[src/shared/scr_pkg.sv]
// What this block does
// - Remote read: code 61, lengths 06/05
// - Local read: code e1, write length 05
// - Local read length selects byte/word/dword
// - Completion code precedes any returned data
// - Remote address: bus, device, function, register
// - Local address: 4-bit bus, device, function, register
// - Originator uses bus 0000 or 0001
// - Bad local bus: zeros, passing code
// - Multi-byte fields travel least significant first
// - Unimplemented remote register may give 0x90
// - Unimplemented target may give all ones
// - Hidden local register may give 0x90
// - Pre-POST absent local function 0 gives zeros
// - Locked registers read without restriction
// - Mismatched lengths/code give aborted check byte
// - Code 0x40: passed, data valid
// - Code 0x80: response not ready in time
// - Code 0x81: no resources available now
// - Code 0x82: hardware in low power
// - Code 0x91: internal control error
// - Pass only after target replied, or for a bad local bus
// - Originator learns hub bus number first
package scr_pkg;

  // ----------------------------------------
  // Command codes and lengths
  // ----------------------------------------
  localparam logic [7:0] CMD_REMOTE = 8'h61;
  localparam logic [7:0] WL_REMOTE = 8'h06;
  localparam logic [7:0] RL_REMOTE = 8'h05;
  localparam logic [7:0] CMD_LOCAL = 8'he1;
  localparam logic [7:0] WL_LOCAL = 8'h05;
  localparam logic [7:0] RL_BYTE = 8'h02;
  localparam logic [7:0] RL_WORD = 8'h03;
  localparam logic [7:0] RL_DWORD = 8'h05;
  // Byte after the command code, ahead of the address
  localparam logic [7:0] HOST_INFO = 8'h00;

  // ----------------------------------------
  // Completion codes
  // ----------------------------------------
  localparam logic [7:0] CC_PASS = 8'h40;
  localparam logic [7:0] CC_TIMEOUT = 8'h80;
  localparam logic [7:0] CC_NO_RES = 8'h81;
  localparam logic [7:0] CC_LOW_PWR = 8'h82;
  localparam logic [7:0] CC_INVALID = 8'h90;
  localparam logic [7:0] CC_CTRL_ERR = 8'h91;

  // ----------------------------------------
  // Address fields
  // ----------------------------------------
  localparam int REM_RSV_LSB = 28;
  localparam int REM_BUS_MSB = 27;
  localparam int REM_BUS_LSB = 20;
  localparam int LOC_BUS_MSB = 23;
  localparam int LOC_BUS_LSB = 20;
  localparam int FN_MSB = 14;
  localparam int FN_LSB = 12;
  localparam logic [3:0] BUS_IIO = 4'h0;
  localparam logic [3:0] BUS_UNCORE = 4'h1;
  // Where the originator finds the hub bus number
  localparam logic [23:0] BUSNO_LOC_ADDR = 24'h1000d0;
  localparam int HUB_BUS_LSB = 8;

  // ----------------------------------------
  // Timing
  // ----------------------------------------
  localparam int CLK_PERIOD_NS = 20;
  localparam int RESP_TIMEOUT_NS = 10000;
  localparam int RESP_TIMEOUT_CYC = RESP_TIMEOUT_NS / CLK_PERIOD_NS;

  // ----------------------------------------
  // Target answer kinds
  // ----------------------------------------
  typedef enum logic [2:0] {
    TS_OK = 3'h0,
    TS_UNIMPL = 3'h1,
    TS_ABSENT = 3'h2,
    TS_INVALID = 3'h3,
    TS_CTRL_ERR = 3'h4
  } scr_tstat_t;

endpackage

[src/shared/scr_link_if.sv]
`timescale 1ns/10ps
interface scr_link_if (
  input wire logic core_clk
);
  logic h2d_vld;
  logic [7:0] h2d_byte;
  logic h2d_end;
  logic d2h_vld;
  logic [7:0] d2h_byte;
  logic d2h_last;
  logic d2h_abort;

  modport dev (
    input h2d_vld,
    input h2d_byte,
    input h2d_end,
    output d2h_vld,
    output d2h_byte,
    output d2h_last,
    output d2h_abort
  );

  modport host (
    output h2d_vld,
    output h2d_byte,
    output h2d_end,
    input d2h_vld,
    input d2h_byte,
    input d2h_last,
    input d2h_abort
  );
endinterface

[src/design/scr_client.sv]
`timescale 1ns/10ps
module scr_client (
  // Clock and reset
  input wire logic core_clk,
  input wire logic rst,
  // Link to originator
  scr_link_if.dev link,
  // Configuration target
  output logic tgt_req,
  output logic tgt_local,
  output logic [31:0] tgt_addr,
  output logic [7:0] tgt_rl,
  input wire logic tgt_ack,
  input wire scr_pkg::scr_tstat_t tgt_status,
  input wire logic [31:0] tgt_data,
  // Conditions
  input wire logic res_busy,
  input wire logic low_power,
  input wire logic post_done
);

  // ----------------------------------------
  // State
  // ----------------------------------------
  typedef enum logic [2:0] {
    ST_RX = 3'b001,
    ST_WAIT = 3'b010,
    ST_TX = 3'b100
  } scr_dst_t;

  typedef struct packed {
    scr_dst_t st;
    logic [3:0] idx;
    logic [7:0] wl;
    logic [7:0] rl;
    logic [7:0] cmd;
    logic is_local;
    logic [31:0] addr;
    logic [31:0] data;
    logic [7:0] cc;
    logic [9:0] tmo;
    logic [3:0] tx_cnt;
    logic tgt_req;
    logic d2h_vld;
    logic [7:0] d2h_byte;
    logic d2h_last;
    logic d2h_abort;
  } scr_dev_t;

  scr_dev_t s_q;
  scr_dev_t s_d;

  // ----------------------------------------
  // Next state
  // ----------------------------------------
  always_comb begin
    logic [31:0] a;
    logic [3:0] got;
    logic rem_ok;
    logic loc_ok;
    logic bad_bus;
    a = s_q.addr;
    got = s_q.idx - 4'd1;
    rem_ok = 1'b0;
    loc_ok = 1'b0;
    bad_bus = 1'b0;
    s_d = s_q;
    s_d.tgt_req = 1'b0;
    s_d.d2h_vld = 1'b0;
    s_d.d2h_last = 1'b0;
    s_d.d2h_abort = 1'b0;
    s_d.d2h_byte = 8'h00;
    // Address bytes arrive LSB first
    if (s_q.idx >= 4'd4 && s_q.idx <= 4'd7) begin
      a[{s_q.idx[1:0], 3'b000} +: 8] = link.h2d_byte;
    end
    rem_ok = s_q.cmd == scr_pkg::CMD_REMOTE && s_q.wl == scr_pkg::WL_REMOTE
      && s_q.rl == scr_pkg::RL_REMOTE && {4'h0, got} == s_q.wl;
    loc_ok = s_q.cmd == scr_pkg::CMD_LOCAL && s_q.wl == scr_pkg::WL_LOCAL
      && {4'h0, got} == s_q.wl
      && (s_q.rl == scr_pkg::RL_BYTE || s_q.rl == scr_pkg::RL_WORD
      || s_q.rl == scr_pkg::RL_DWORD);
    if (loc_ok) begin
      a[31:24] = 8'h00;
      bad_bus = a[scr_pkg::LOC_BUS_MSB:scr_pkg::LOC_BUS_LSB] != scr_pkg::BUS_IIO
        && a[scr_pkg::LOC_BUS_MSB:scr_pkg::LOC_BUS_LSB] != scr_pkg::BUS_UNCORE;
    end else begin
      a[31:scr_pkg::REM_RSV_LSB] = 4'h0;
    end
    case (s_q.st)
      ST_RX: begin
        if (link.h2d_vld) begin
          if (s_q.idx != 4'hf) begin
            s_d.idx = s_q.idx + 4'd1;
          end
          case (s_q.idx)
            4'd0: begin
              s_d.wl = link.h2d_byte;
              s_d.addr = 32'h0000_0000;
            end
            4'd1: s_d.rl = link.h2d_byte;
            4'd2: s_d.cmd = link.h2d_byte;
            default: s_d.addr = a;
          endcase
          if (link.h2d_end) begin
            s_d.idx = 4'd0;
            s_d.addr = a;
            s_d.is_local = loc_ok;
            s_d.data = 32'h0000_0000;
            s_d.tx_cnt = 4'd0;
            if (!rem_ok && !loc_ok) begin
              // Aborted check byte stands in for the whole reply
              s_d.d2h_vld = 1'b1;
              s_d.d2h_last = 1'b1;
              s_d.d2h_abort = 1'b1;
            end else if (bad_bus) begin
              // Never reaches the target
              s_d.cc = scr_pkg::CC_PASS;
              s_d.st = ST_TX;
            end else if (res_busy) begin
              s_d.cc = scr_pkg::CC_NO_RES;
              s_d.st = ST_TX;
            end else if (low_power) begin
              s_d.cc = scr_pkg::CC_LOW_PWR;
              s_d.st = ST_TX;
            end else begin
              // No lock check: locked registers read as any other
              s_d.tgt_req = 1'b1;
              s_d.tmo = 10'd0;
              s_d.st = ST_WAIT;
            end
          end
        end
      end
      ST_WAIT: begin
        s_d.tmo = s_q.tmo + 10'd1;
        if (tgt_ack) begin
          s_d.st = ST_TX;
          s_d.cc = scr_pkg::CC_PASS;
          case (tgt_status)
            scr_pkg::TS_OK: s_d.data = tgt_data;
            scr_pkg::TS_UNIMPL: s_d.data = 32'hffff_ffff;
            scr_pkg::TS_ABSENT: begin
              if (s_q.is_local && !post_done
                  && s_q.addr[scr_pkg::FN_MSB:scr_pkg::FN_LSB] == 3'h0) begin
                s_d.data = 32'h0000_0000;
              end else begin
                s_d.data = 32'hffff_ffff;
              end
            end
            scr_pkg::TS_INVALID: s_d.cc = scr_pkg::CC_INVALID;
            scr_pkg::TS_CTRL_ERR: s_d.cc = scr_pkg::CC_CTRL_ERR;
            default: s_d.cc = scr_pkg::CC_CTRL_ERR;
          endcase
        end else if (s_q.tmo == 10'(scr_pkg::RESP_TIMEOUT_CYC - 1)) begin
          // A late acknowledge is dropped in the transmit or receive state
          s_d.cc = scr_pkg::CC_TIMEOUT;
          s_d.st = ST_TX;
        end
      end
      ST_TX: begin
        s_d.d2h_vld = 1'b1;
        s_d.tx_cnt = s_q.tx_cnt + 4'd1;
        if (s_q.tx_cnt == 4'd0) begin
          s_d.d2h_byte = s_q.cc;
        end else begin
          s_d.d2h_byte = s_q.data[7:0];
          s_d.data = {8'h00, s_q.data[31:8]};
        end
        // Read length counts the code byte too
        if ({4'h0, s_q.tx_cnt} == s_q.rl - 8'd1) begin
          s_d.d2h_last = 1'b1;
          s_d.st = ST_RX;
        end
      end
      default: s_d.st = ST_RX;
    endcase
  end

  // ----------------------------------------
  // Registers
  // ----------------------------------------
  always_ff @(posedge core_clk) begin
    if (rst) begin
      s_q <= '0;
      s_q.st <= ST_RX;
    end else begin
      s_q <= s_d;
    end
  end

  // ----------------------------------------
  // Outputs
  // ----------------------------------------
  assign tgt_req = s_q.tgt_req;
  assign tgt_local = s_q.is_local;
  assign tgt_addr = s_q.addr;
  assign tgt_rl = s_q.rl;
  assign link.d2h_vld = s_q.d2h_vld;
  assign link.d2h_byte = s_q.d2h_byte;
  assign link.d2h_last = s_q.d2h_last;
  assign link.d2h_abort = s_q.d2h_abort;

endmodule

[src/flat_wrapper.sv]
// flat-port wrapper written by rule: the top's interface ports become plain ports
module scr_client_flat 
  (core_clk, rst, tgt_req, tgt_local, tgt_addr, tgt_rl, tgt_ack, tgt_status, tgt_data, res_busy, low_power, post_done, link_h2d_vld, link_h2d_byte, link_h2d_end, link_d2h_vld, link_d2h_byte, link_d2h_last, link_d2h_abort);
  scr_link_if link_i (.core_clk(core_clk));
  input wire logic core_clk;
  input wire logic rst;
  output logic tgt_req;
  output logic tgt_local;
  output logic [31:0] tgt_addr;
  output logic [7:0] tgt_rl;
  input wire logic tgt_ack;
  input wire scr_pkg::scr_tstat_t tgt_status;
  input wire logic [31:0] tgt_data;
  input wire logic res_busy;
  input wire logic low_power;
  input wire logic post_done;
  input wire logic [$bits(link_i.h2d_vld)-1:0] link_h2d_vld;
  input wire logic [$bits(link_i.h2d_byte)-1:0] link_h2d_byte;
  input wire logic [$bits(link_i.h2d_end)-1:0] link_h2d_end;
  output wire logic [$bits(link_i.d2h_vld)-1:0] link_d2h_vld;
  output wire logic [$bits(link_i.d2h_byte)-1:0] link_d2h_byte;
  output wire logic [$bits(link_i.d2h_last)-1:0] link_d2h_last;
  output wire logic [$bits(link_i.d2h_abort)-1:0] link_d2h_abort;
  assign link_i.h2d_vld = link_h2d_vld;
  assign link_i.h2d_byte = link_h2d_byte;
  assign link_i.h2d_end = link_h2d_end;
  assign link_d2h_vld = link_i.d2h_vld;
  assign link_d2h_byte = link_i.d2h_byte;
  assign link_d2h_last = link_i.d2h_last;
  assign link_d2h_abort = link_i.d2h_abort;
  scr_client u_core (.core_clk(core_clk), .rst(rst), .link(link_i), .tgt_req(tgt_req), .tgt_local(tgt_local), .tgt_addr(tgt_addr), .tgt_rl(tgt_rl), .tgt_ack(tgt_ack), .tgt_status(tgt_status), .tgt_data(tgt_data), .res_busy(res_busy), .low_power(low_power), .post_done(post_done));
endmodule
[config.mk]
export PLATFORM = sky130hd
export DESIGN_NAME = scr_client_flat
export DESIGN_NICKNAME = d
export VERILOG_FILES = /design/src/shared/scr_pkg.sv /design/src/shared/scr_link_if.sv /design/src/design/scr_client.sv /design/src/flat_wrapper.sv
export SDC_FILE = /design/constraint.sdc
export NUM_CORES = 1
export LEC_CHECK = 0
export BUFFER_PORTS_ARGS = -buffer_cell sky130_fd_sc_hd__buf_2
export CORE_MARGIN = 4
export CORE_UTILIZATION = 56
export DETAILED_ROUTE_END_ITERATION = 8
export GPL_TIMING_DRIVEN = 0
export PLACE_DENSITY = 0.87
export SYNTH_ARGS = -nofsm -noshare
export SYNTH_HDL_FRONTEND = slang
export SYNTH_SLANG_ARGS = --single-unit
export TNS_END_PERCENT = 5
[constraint.sdc]
create_clock -name core_clk -period 4.14 [get_ports core_clk]
set_input_delay 0.207 -clock core_clk [delete_from_list [all_inputs] [get_ports core_clk]]
set_output_delay 0.207 -clock core_clk [all_outputs]
set_load 0.02 [all_outputs]
==> results of run 1 <==
metrics by stage:
stage               std cells  util [%]  cell area (um2)
floorplan                 752         -             6016
global placement          986     64.38             6676
detailed placement        986     64.38             6676
CTS                      1025     70.73             7335
global route             1025     70.79             7341
finish                   1025     70.79             7341
what timing repair did:
action	4_1_cts	5_1_grt
hold buffers	7	0
endpoints found under the hold margin	9	0
endpoints found under the setup margin	0	0
flip-flops by register name (all words and copies together) (netlist names):
signal	cells
u_core.link.d2h_last	1
u_core.link.d2h_vld	1
u_core.link.d2h_byte	8
u_core.tgt_addr	28
u_core.tgt_local	1
u_core.tgt_rl	8
u_core.s_q	74
u_core.tgt_req	1
u_core.link.d2h_abort	1
logic make-up (layout without fill, tap and decap cells):
| family | count (synthesis) | after routing | synth area share, % |
|---|---|---|---|
| compound gates | 172 | 172 | 17.55 |
| xor+xnor | 21 | 21 | 3.063 |
| fa+ha+maj | 14 | 14 | 2.917 |
| buf+inv | 101 | 238 | 9.502 |
| flops | 123 | 123 | 41.01 |
| mux | 8 | 8 | 1.500 |
| other cells | 1 | 4 | 0.06245 |
| simple gates | 309 | 309 | 24.40 |
power by group:
part           internal (mW)  switching (mW)
clock                  0.886           0.581
combinational         0.0887           0.157
sequential              1.21          0.0202
metal layers:
layer | track usage [%] | wire length, um | vias to the layer above
met2 | 40.17 | 7546 | 275
met1 | 34.00 | 6823 | 2647
met5 | 0 | 0 | -
met4 | 8.191 | 279 | 0
met3 | 6.196 | 1267 | 36
li1 | - | - | 2828
cell usage after synthesis, types with 7 or more instances:
cell type    n
dfxtp_1    123
nand2_1     87
a21oi_1     82
nor2_1      78
nand3_1     51
buf_4       48
clkbuf_1    39
o21ai_0     35
nor3_1      29
a311oi_1    25
nand2b_1    15
xnor2_1     15
ha_1        14
and2_1      10
inv_1        9
o211ai_1     8
nor4_1       7
worst min-delay path: stages:
cell      delay (ps)
buf_2             80
o211ai_1          90
a21oi_1          130
final cells by class:
type                    count  share of cell area, %
multi-input cells         528                  40.72
flip-flops and latches    123                  33.54
repair buffers            105                  7.636
plain buffers              92                  7.312
clock buffers              18                  5.829
well taps                 136                  2.318
clock inverters            14                  2.182
inverters                   9                 0.4602
final timing paths:
path | end | slack [ps] | depth (start not counted)
setup / recovery | u_core.s_q[33]$_SDFFE_PP0P_ | 630 | 11
hold / removal | u_core.s_q[59]$_SDFFE_PP0P_ | 10 | 3
setup reg to reg | u_core.s_q[33]$_SDFFE_PP0P_ | 630 | 11
hold reg to reg | u_core.s_q[103]$_SDFFE_PP0P_ | 450 | 2
==> impl_metrics.csv, run 1 <==
group,metric,value,unit
clock_network,cts_htree_levels,4,
placement,dp_slack,768.2,ps
clock_network,clk_pin_slew,60,ps
clock_network,post_cts_buffers,0,
sta,fin_crit,3506,ps
floorplan,floorplan.initialDensity,57.90,%
sta,rsz0062_at_grt,"false",
final_layout,seq_area,2462,um2
critical_path,crit_type,"register to register",
final_layout,nNetsFinal,941,
placement,hpwl,11.12,mm
yosys,synth-seq-area-share,41.01,%
critical_path,cp_top_family,"compound AO/OA/AOI/OAI gates",
yosys,synth_area_leader_cell,"dfxtp_1",
routing,drt_pass1_iterations,5,
critical_path,critical_path_peak_fanout,7,
yosys,synth-edff-count,0,
routing,drc,0,
sta,finalSetupViolations,0,
final_layout,n_antenna_cell,0,
clock_network,cts_made_buffers,17,
sta,skew,6.129,ps
final_layout,multi_input_area,2989,um2
min_path,hp-class,"primary input to register",
sta,fin_tns_setup,0,ps
yosys,postSynthAreaPerCell,8.017,um2
pwr,power.density,400.8,nW/um2
routing,drt_iter0_drc,592,
critical_path,crit_required,4560,ps
floorplan,chipHeight,111.6,um
clock_network,clock_sinks,123,
sta,whs,13.35,ps
grt,grt_max_degree,17,
routing,final_antenna_net_count,0,
sta,fin_crit_sh,84.70,%
yosys,synth.distinct_cells,52,
sta,timing.final.ws_setup,633.6,ps
final_layout,drive_gt1_share,21.93,%
yosys,synth_top_area_share,41.01,%
grt,antenna_found_initial,0,
min_path,hp-start,"tgt_data[25]",
grt,overflow,0,
yosys,synth_flop_cell,"dfxtp_1",
sta,fmax,285.2,MHz
yosys,postSynthCellCount,749,
final_layout,syn_to_final_growth,22.25,%
yosys,netlist_area,6005,um2
floorplan,core,10370,um2
routing,vias,5786,
grt,grt_usage,25.29,%
clock_network,ctsResizeCount,0,
yosys,async_flop_share,0,%
critical_path,worst-endpoint-arrival,3920,ps
floorplan,rows,37,
final_layout,nFillCells,813,
critical_path,rr_startpoint,"u_core.s_q[123]$_SDFFE_PP0P_",
final_layout,final_common_cell,"dfxtp_1",
sta,finalHoldViolations,0,
yosys,ys_seq_elements,123,
status,status,"finished clean",
clock_network,clk_latency,520,ps
critical_path,cpPeakStageDelay,530,ps
floorplan,die_area,12440,um2
critical_path,crit_start,"u_core.s_q[123]$_SDFFE_PP0P_",
clock_network,cts.path.max_buffers,2,
yosys,synth_area_leaders,"dfxtp_1 41%, a21oi_1 6.8%, buf_4 6.0%",
routing,routed_wirelength,15.92,mm
floorplan,io_pins,104,
job,cap_violations,0,
routing,post_drt_wl_per_cell,15.53,um
critical_path,worstPathCellList,"buf_2 > inv_1 > ha_1 > nand2b_1 > clkbuf_1 > nor3_1 > a21oi_1 > o41ai_2 > a21oi_2 > or4_4 > o211a_1",
pwr,p_total,2.942,mW
floorplan,die_w,111.6,um
placement,port_buffers,98,
sta,drv_slew,0,
critical_path,startpoint_type,"register",
yosys,yosysWarnings,0,
sta,worst_pin_slew,1296,ps
placement,gp_congestion,0.9045,
final_layout,mostFrequentLayoutCells,"123 x dfxtp_1, 101 x buf_2, 87 x nand2_1",
pwr,cellLeakagePower,2.916,nW
grt,grt_pass1_vias,5424,
critical_path,cp-end-kind,"register",
routing,vias_per_cell,5.645,
critical_path,cpMaxStageDelayCell,"o41ai_2",
clock_network,cts-root-buf,"clkbuf_8",
critical_path,critPathBufInv,3,
sta,max-slew-margin-rel,13.39,%
pwr,ir_drop,0.0003298,V
clock_network,cts_tree,"built",
grt,grt_pass1_wl,25.94,mm
(Power assumes the default switching activity.)
==> run 2, diff against run 1 <==
--- a/config.mk
+++ b/config.mk
@@ -5,12 +5,13 @@
 export SDC_FILE = /design/constraint.sdc
 export NUM_CORES = 1
 export LEC_CHECK = 0
+export ABC_AREA = 1
 export BUFFER_PORTS_ARGS = -buffer_cell sky130_fd_sc_hd__buf_2
 export CORE_MARGIN = 4
-export CORE_UTILIZATION = 56
+export CORE_UTILIZATION = 51
 export DETAILED_ROUTE_END_ITERATION = 8
 export GPL_TIMING_DRIVEN = 0
-export PLACE_DENSITY = 0.87
+export PLACE_DENSITY = 0.83
 export SYNTH_ARGS = -nofsm -noshare
 export SYNTH_HDL_FRONTEND = slang
 export SYNTH_SLANG_ARGS = --single-unit
==> constraint.sdc (replaced) <==
create_clock -name core_clk -period 3 [get_ports core_clk]
set_input_delay 0.15 -clock core_clk [delete_from_list [all_inputs] [get_ports core_clk]]
set_output_delay 0.15 -clock core_clk [all_outputs]
set_load 0.02 [all_outputs]
==> run 2 against run 1 <==
Effect of this change: register-to-register slack worse by 140 ps; largest power group unchanged; combinational power is 69% higher; sequential share of layout area is 1.6 points lower.
==> impl_metrics.csv, run 2 <==
group,metric,value,unit
status,status,"finished clean",
sta,finalHoldViolations,0,
critical_path,cp-end-kind,"register",
floorplan,rows,40,
final_layout,drive_gt1_share,25.00,%
sta,rsz0062_at_grt,"false",
critical_path,startpoint_type,"register",
critical_path,crit_top_cell,"nor2_1",
clock_network,clk_pin_slew,50,ps
clock_network,clock_sinks,123,
routing,drt_pass1_iterations,5,
final_layout,finalNonFillerCells,1164,
grt,overflow,0,
sta,fin_crit,2504,ps
critical_path,crit_type,"register to register",
routing,vias_per_cell,5.320,
routing,vias,6192,
sta,max-slew-margin-rel,40.71,%
yosys,yosysMostFrequentCell,"a21oi_1",
final_layout,top_register,"u_core.s_q",
yosys,synth-edff-count,0,
critical_path,cpPeakStageDelay,420,ps
yosys,synth_flop_cell,"dfxtp_1",
pwr,ir_drop,0.0003709,V
final_layout,nFillCells,1057,
floorplan,floorplan.initialDensity,52.56,%
clock_network,cts.path.max_buffers,2,
placement,dpl_cell_area,7104,um2
yosys,synth_top_area_share,38.52,%
grt,busiest_layer,"met2",
pwr,power.density,546.9,nW/um2
floorplan,die_area,14390,um2
pwr,cellLeakagePower,3.526,nW
yosys,netlist_area,6392,um2
sta,worst_pin_slew,882.6,ps
sta,fin_tns_setup,0,ps
yosys,postSynthCellCount,866,
routing,drc,0,
final_layout,syn_to_final_growth,20.51,%
grt,grt_max_degree,17,
grt,grt_pass1_wl,27.03,mm
critical_path,crit_required,3300,ps
grt,grt_pass1_vias,5859,
clock_network,cts-root-buf,"clkbuf_16",
yosys,async_flop_share,0,%
yosys,yosysWarnings,0,
routing,post_drt_wl_per_cell,14.06,um
final_layout,largest_reg_flops,74,
critical_path,cpMaxStageDelayCell,"ha_1",
job,cap_violations,0,
clock_network,cts_tree,"built",
sta,fin_crit_sh,83.47,%
placement,gp_congestion,0.8955,
final_layout,multi_input_area,3025,um2
routing,routed_wirelength,16.36,mm
routing,final_antenna_net_count,0,
grt,grt_use_met1,29.50,%
placement,port_buffers,98,
sta,finalSetupViolations,0,
critical_path,critical_path_peak_fanout,9,
grt,antenna_found_initial,0,
final_layout,postLayoutCellArea,7704,um2
yosys,synth.distinct_cells,41,
final_layout,final_common_cell,"a21oi_1",
yosys,synth_area_leader_cell,"dfxtp_1",
critical_path,worst-endpoint-arrival,2800,ps
final_layout,postLayoutCoreUtil,63.34,%
sta,fmax,399.3,MHz
placement,post-place-cells,1135,
grt,grtUsageMet3,5.231,%
yosys,synth-seq-area-share,38.52,%
floorplan,io_pins,104,
clock_network,ctsHoldBuffers,0,
yosys,synth_area_leaders,"dfxtp_1 39%, a21oi_1 9.9%, nand2_1 6.8%",
final_layout,seq_area,2462,um2
floorplan,chipHeight,120.0,um
sta,skew,6.722,ps
sta,drv_slew,0,
critical_path,worstPathCellList,"buf_6 > inv_2 > ha_1 > inv_1 > nor2_4 > nand2_1 > nor2_1 > nor2_1 > nand3_1 > nand3_1 > nand3_2 > nand2_4 > nor2_1 > nor2_1",
clock_network,cts_made_buffers,17,
min_path,hp-class,"primary input to register",
final_layout,mostFrequentLayoutCells,"127 x a21oi_1, 123 x dfxtp_1, 116 x nand2_1",
clock_network,cts_htree_levels,4,
placement,hpwl,11.76,mm
final_layout,nNetsFinal,1051,
clock_network,clk_latency,410,ps
yosys,postSynthAreaPerCell,7.382,um2
routing,drt_iter0_drc,550,
clock_network,post_cts_buffers,0,
yosys,ys_seq_elements,123,
floorplan,die_w,120.0,um
floorplan,core,12160,um2
clock_network,ctsResizeCount,0,
yosys,netlist_top_cells_count,"127 x a21oi_1, 123 x dfxtp_1, 116 x nand2_1",
final_layout,n_antenna_cell,0,
grt,grt_usage,22.95,%
grt,use_met2,37.76,%
==> run 2: cell types whose count changed in the layout (fill, tap and decap cells not counted), sizes merged, moves of 20 or more <==
cell | before | now
inv | 15 | 94
o21ai | 35 | 88
a21oi | 83 | 130
nand2 | 87 | 124
a311oi | 25 | 0
clkbuf | 57 | 37
==> run 2: per-layer routing <==
metal | vias up | part of all wire, %
met1 | 2864 | 43
met5 | - | 0
met2 | 235 | 48
met3 | 31 | 6.9
li1 | 3062 | -
met4 | 0 | 2.3
==> run 2: critical path: cells and delay by family, from the launching register on <==
family	cells	cell delay (ps)
adders and majority gates	1	420
buffers and inverters	3	380
DFF	1	390
and+or+nand+nor	10	1200
==> run 2: final cells by class <==
type	instances	area share, %
multi-input combinational	569	39.27
inverter	94	4.613
clock buffer	22	6.286
clock inverter	7	1.494
buffer	83	7.276
tap	168	2.729
timing repair buffer	98	6.367
sequential	123	31.96
==> run 2: worst paths after layout <==
| path | endpoint | slack [ps] | start | cells past startpoint |
|---|---|---|---|---|
| worst max-delay path | u_core.s_q[30]$_SDFFE_PP0P_ | 500 | u_core.s_q[123]$_SDFFE_PP0P_ | 14 |
| worst min-delay path | u_core.s_q[47]$_SDFFE_PP0P_ | 30 | tgt_data[13] | 3 |
| worst max register to register | u_core.s_q[30]$_SDFFE_PP0P_ | 500 | u_core.s_q[123]$_SDFFE_PP0P_ | 14 |
| worst min register to register | u_core.link.d2h_byte[3]$_SDFF_PP0_ | 430 | u_core.s_q[37]$_SDFFE_PP0P_ | 2 |
==> run 2: per-stage QoR <==
stage                     power, mW  hold WS (ps)  setup slack [ps]
final                         4.213         31.93             495.8
after global routing          4.357         37.73             221.3
after CTS                     4.216         32.36             511.7
after detailed placement      2.159         417.4             578.6
after global placement        2.151         418.4             575.0
after floorplan               2.031         317.9             921.7
==> run 2: cells by family after synthesis <==
logic type	synth area share, %
buf+inv	14.33
simple gates	20.49
flops	38.52
fa+ha+maj	2.740
compound gates	22.49
xor+xnor	1.370
other cells	0.05866
==> run 2: power by group <==
| group | internal, mW | switching [mW] | leakage, nW |
|---|---|---|---|
| clock network | 1.38 | 0.698 | 0.290 |
| registers | 1.68 | 0.0400 | 0.999 |
| logic | 0.147 | 0.268 | 2.24 |
| total | 3.21 | 1.01 | 3.53 |
==> run 3, diff against run 2 <==
==> constraint.sdc (replaced) <==
create_clock -name core_clk -period 2.2 [get_ports core_clk]
set_input_delay 0.11 -clock core_clk [delete_from_list [all_inputs] [get_ports core_clk]]
set_output_delay 0.11 -clock core_clk [all_outputs]
set_load 0.02 [all_outputs]
==> run 3 against run 2 <==
Effect of this change: clock skew decreased by 1.5 ps; global-route usage is 0.51 points higher; non-clock buffer count rose by 11; count of clock-buffer cells in the layout stayed put; setup slack worse by 410 ps; final area grew 3.6%; sequential share of layout area down 0.99 points; first-iteration DRC count grew 27%; critical path depth down 5; clock power is 37% higher; die area is the same; largest cell class unchanged; highest routed layer unchanged.
==> impl_metrics.csv, run 3 (synthesis results as in run 2) <==
group,metric,value,unit
clock_network,cts-root-buf,"clkbuf_16",
final_layout,nFillCells,984,
clock_network,cts_made_buffers,17,
grt,grt_pass1_vias,5943,
routing,vias,6328,
floorplan,io_pins,104,
floorplan,die_area,14390,um2
final_layout,postLayoutCoreUtil,65.60,%
floorplan,die_w,120.0,um
job,cap_violations,0,
pwr,cellLeakagePower,3.594,nW
placement,port_buffers,98,
clock_network,clk_latency,410,ps
critical_path,r2r_setup_slack,90,ps
floorplan,floorplan.initialDensity,52.56,%
final_layout,seq_area,2471,um2
min_path,hp-start,"tgt_data[6]",
critical_path,crit_top_cell,"nand2_1",
floorplan,rows,40,
routing,drc,0,
sta,rsz0062_at_grt,"true",
final_layout,syn_to_final_growth,24.80,%
grt,grt_usage,23.46,%
sta,fin_crit,2114,ps
critical_path,crit_required,2470,ps
sta,drv_slew,0,
sta,fmax,472.9,MHz
sta,finalHoldViolations,0,
clock_network,cts_htree_levels,4,
critical_path,worst-endpoint-arrival,2380,ps
grt,grt_pass1_wl,27.60,mm
final_layout,top_register,"u_core.s_q",
critical_path,cpMaxStageDelayCell,"a221oi_2",
critical_path,cpPeakStageDelay,440,ps
final_layout,n_antenna_cell,0,
floorplan,core,12160,um2
pwr,power.density,727.2,nW/um2
critical_path,critical_path_peak_fanout,7,
sta,fin_crit_sh,96.11,%
placement,gp_congestion,0.8955,
sta,fin_tns_setup,0,ps
routing,final_antenna_net_count,0,
sta,worst_pin_slew,897.2,ps
status,status,"finished clean",
final_layout,final_common_cell,"a21oi_1",
critical_path,startpoint_type,"register",
placement,hpwl,11.76,mm
critical_path,cp-end-kind,"register",
clock_network,cts_tree,"built",
final_layout,drive_gt1_share,28.44,%
final_layout,largest_reg_flops,74,
routing,routed_wirelength,17.28,mm
final_layout,multi_input_area,3183,um2
grt,antenna_found_initial,0,
floorplan,chipHeight,120.0,um
routing,drt_pass1_iterations,7,
sta,max-slew-margin-rel,39.73,%
critical_path,crit_type,"register to register",
critical_path,rr_startpoint,"u_core.s_q[127]$_SDFFE_PP1P_",
sta,skew,5.186,ps
routing,drt_iter0_drc,697,
min_path,hp-class,"primary input to register",
pwr,p_total,5.801,mW
grt,overflow,0,
critical_path,worstPathCellList,"inv_1 > nor3_4 > inv_2 > nand2_1 > nand2_1 > a221oi_2 > nand3_4 > nand2_1 > a21oi_1",
clock_network,clock_sinks,123,
final_layout,mostFrequentLayoutCells,"123 x a21oi_1, 120 x dfxtp_1, 110 x nand2_1",
clock_network,cts.path.max_buffers,2,
pwr,ir_drop,0.0005060,V
routing,vias_per_cell,5.376,
min_path,min_to,"u_core.s_q[40]$_SDFFE_PP0P_",
critical_path,rr_endpoint,"u_core.s_q[20]$_SDFFE_PP0P_",
sta,finalSetupViolations,0,
final_layout,nNetsFinal,1064,
clock_network,clk_pin_slew,50,ps
routing,post_drt_wl_per_cell,14.68,um
grt,grt_max_degree,17,
min_path,hold_depth,3,
critical_path,ff2ff_path_depth,9,
## run 3: cell types whose count changed in the layout (fill, tap and decap cells not counted), sizes merged
cell	delta
dlygate4sd3	+4
buf	+7
nand3	+1
clkinv	+1
nand2	+1
inv	-1
## run 3: repair_timing
item                                   CTS  global route
buffers inserted                         5             2
gates cloned                             1             2
setup endpoints to repair               24            60
gates resized for setup                 13            34
hold buffers                             4             0
endpoints found under the hold margin    4             0
pin swaps                                5            13
## run 3: stage by stage
step / instance area (um2) / std cells / hold slack (ps) / setup slack [ps]
floorplan: 6404 / 869 / 277.9 / 121.7
global placement: 7104 / 1135 / 407.2 / -225.0
detailed placement: 7104 / 1135 / 410.8 / -221.4
CTS: 7841 / 1174 / 2.573 / 3.244
global route: 7978 / 1177 / 14.46 / -27.72
finish: 7978 / 1177 / 3.487 / 85.56
## run 3: layer usage
| metal | GRT usage (%) | vias to the layer above | part of all wire, % |
|---|---|---|---|
| li1 | - | 3089 | - |
| met1 | 30.35 | 2921 | 42 |
| met2 | 38.39 | 281 | 48 |
| met3 | 5.184 | 37 | 7.8 |
| met4 | 8.518 | 0 | 2.3 |
| met5 | 0 | - | 0 |
## run 3: worst max-delay path by stage
stage	startpoint	to	slack, ps	depth (start not counted)
5_1_grt	u_core.tgt_rl[1]$_SDFFE_PP0P_	u_core.s_q[128]$_SDFFE_PP0P_	-30	12
2_1_floorplan	u_core.s_q[123]$_SDFFE_PP0P_	u_core.s_q[26]$_SDFFE_PP0P_	120	18
3_3_place_gp	u_core.s_q[123]$_SDFFE_PP0P_	u_core.s_q[26]$_SDFFE_PP0P_	-230	14
6_report	u_core.s_q[127]$_SDFFE_PP1P_	u_core.s_q[20]$_SDFFE_PP0P_	90	9
3_5_place_dp	u_core.s_q[123]$_SDFFE_PP0P_	u_core.s_q[26]$_SDFFE_PP0P_	-220	14
4_1_cts	u_core.s_q[123]$_SDFFE_PP0P_	u_core.s_q[19]$_SDFFE_PP0P_	3	15
## run 3: where the power goes
group | internal, mW | switching, mW
clock network | 1.88 | 0.954
logic | 0.224 | 0.391
registers | 2.30 | 0.0578
## run 3: area by class of cell
class / count / share of cell area [%]
Clock inverter: 7 / 1.443
Inverter: 94 / 4.674
Timing Repair Buffer: 110 / 7.371
Clock buffer: 22 / 6.070
Sequential cell: 123 / 30.98
Tap cell: 168 / 2.635
Multi-Input combinational cell: 571 / 39.90
Buffer: 82 / 6.932
## run 3: critical path: cells and delay by family, from the launching register on
kind	cells	cell delay [ps]
and+or+nand+nor	5	960
DFF	1	330
AOI/OAI and AO/OA	2	500
buffers and inverters	2	160
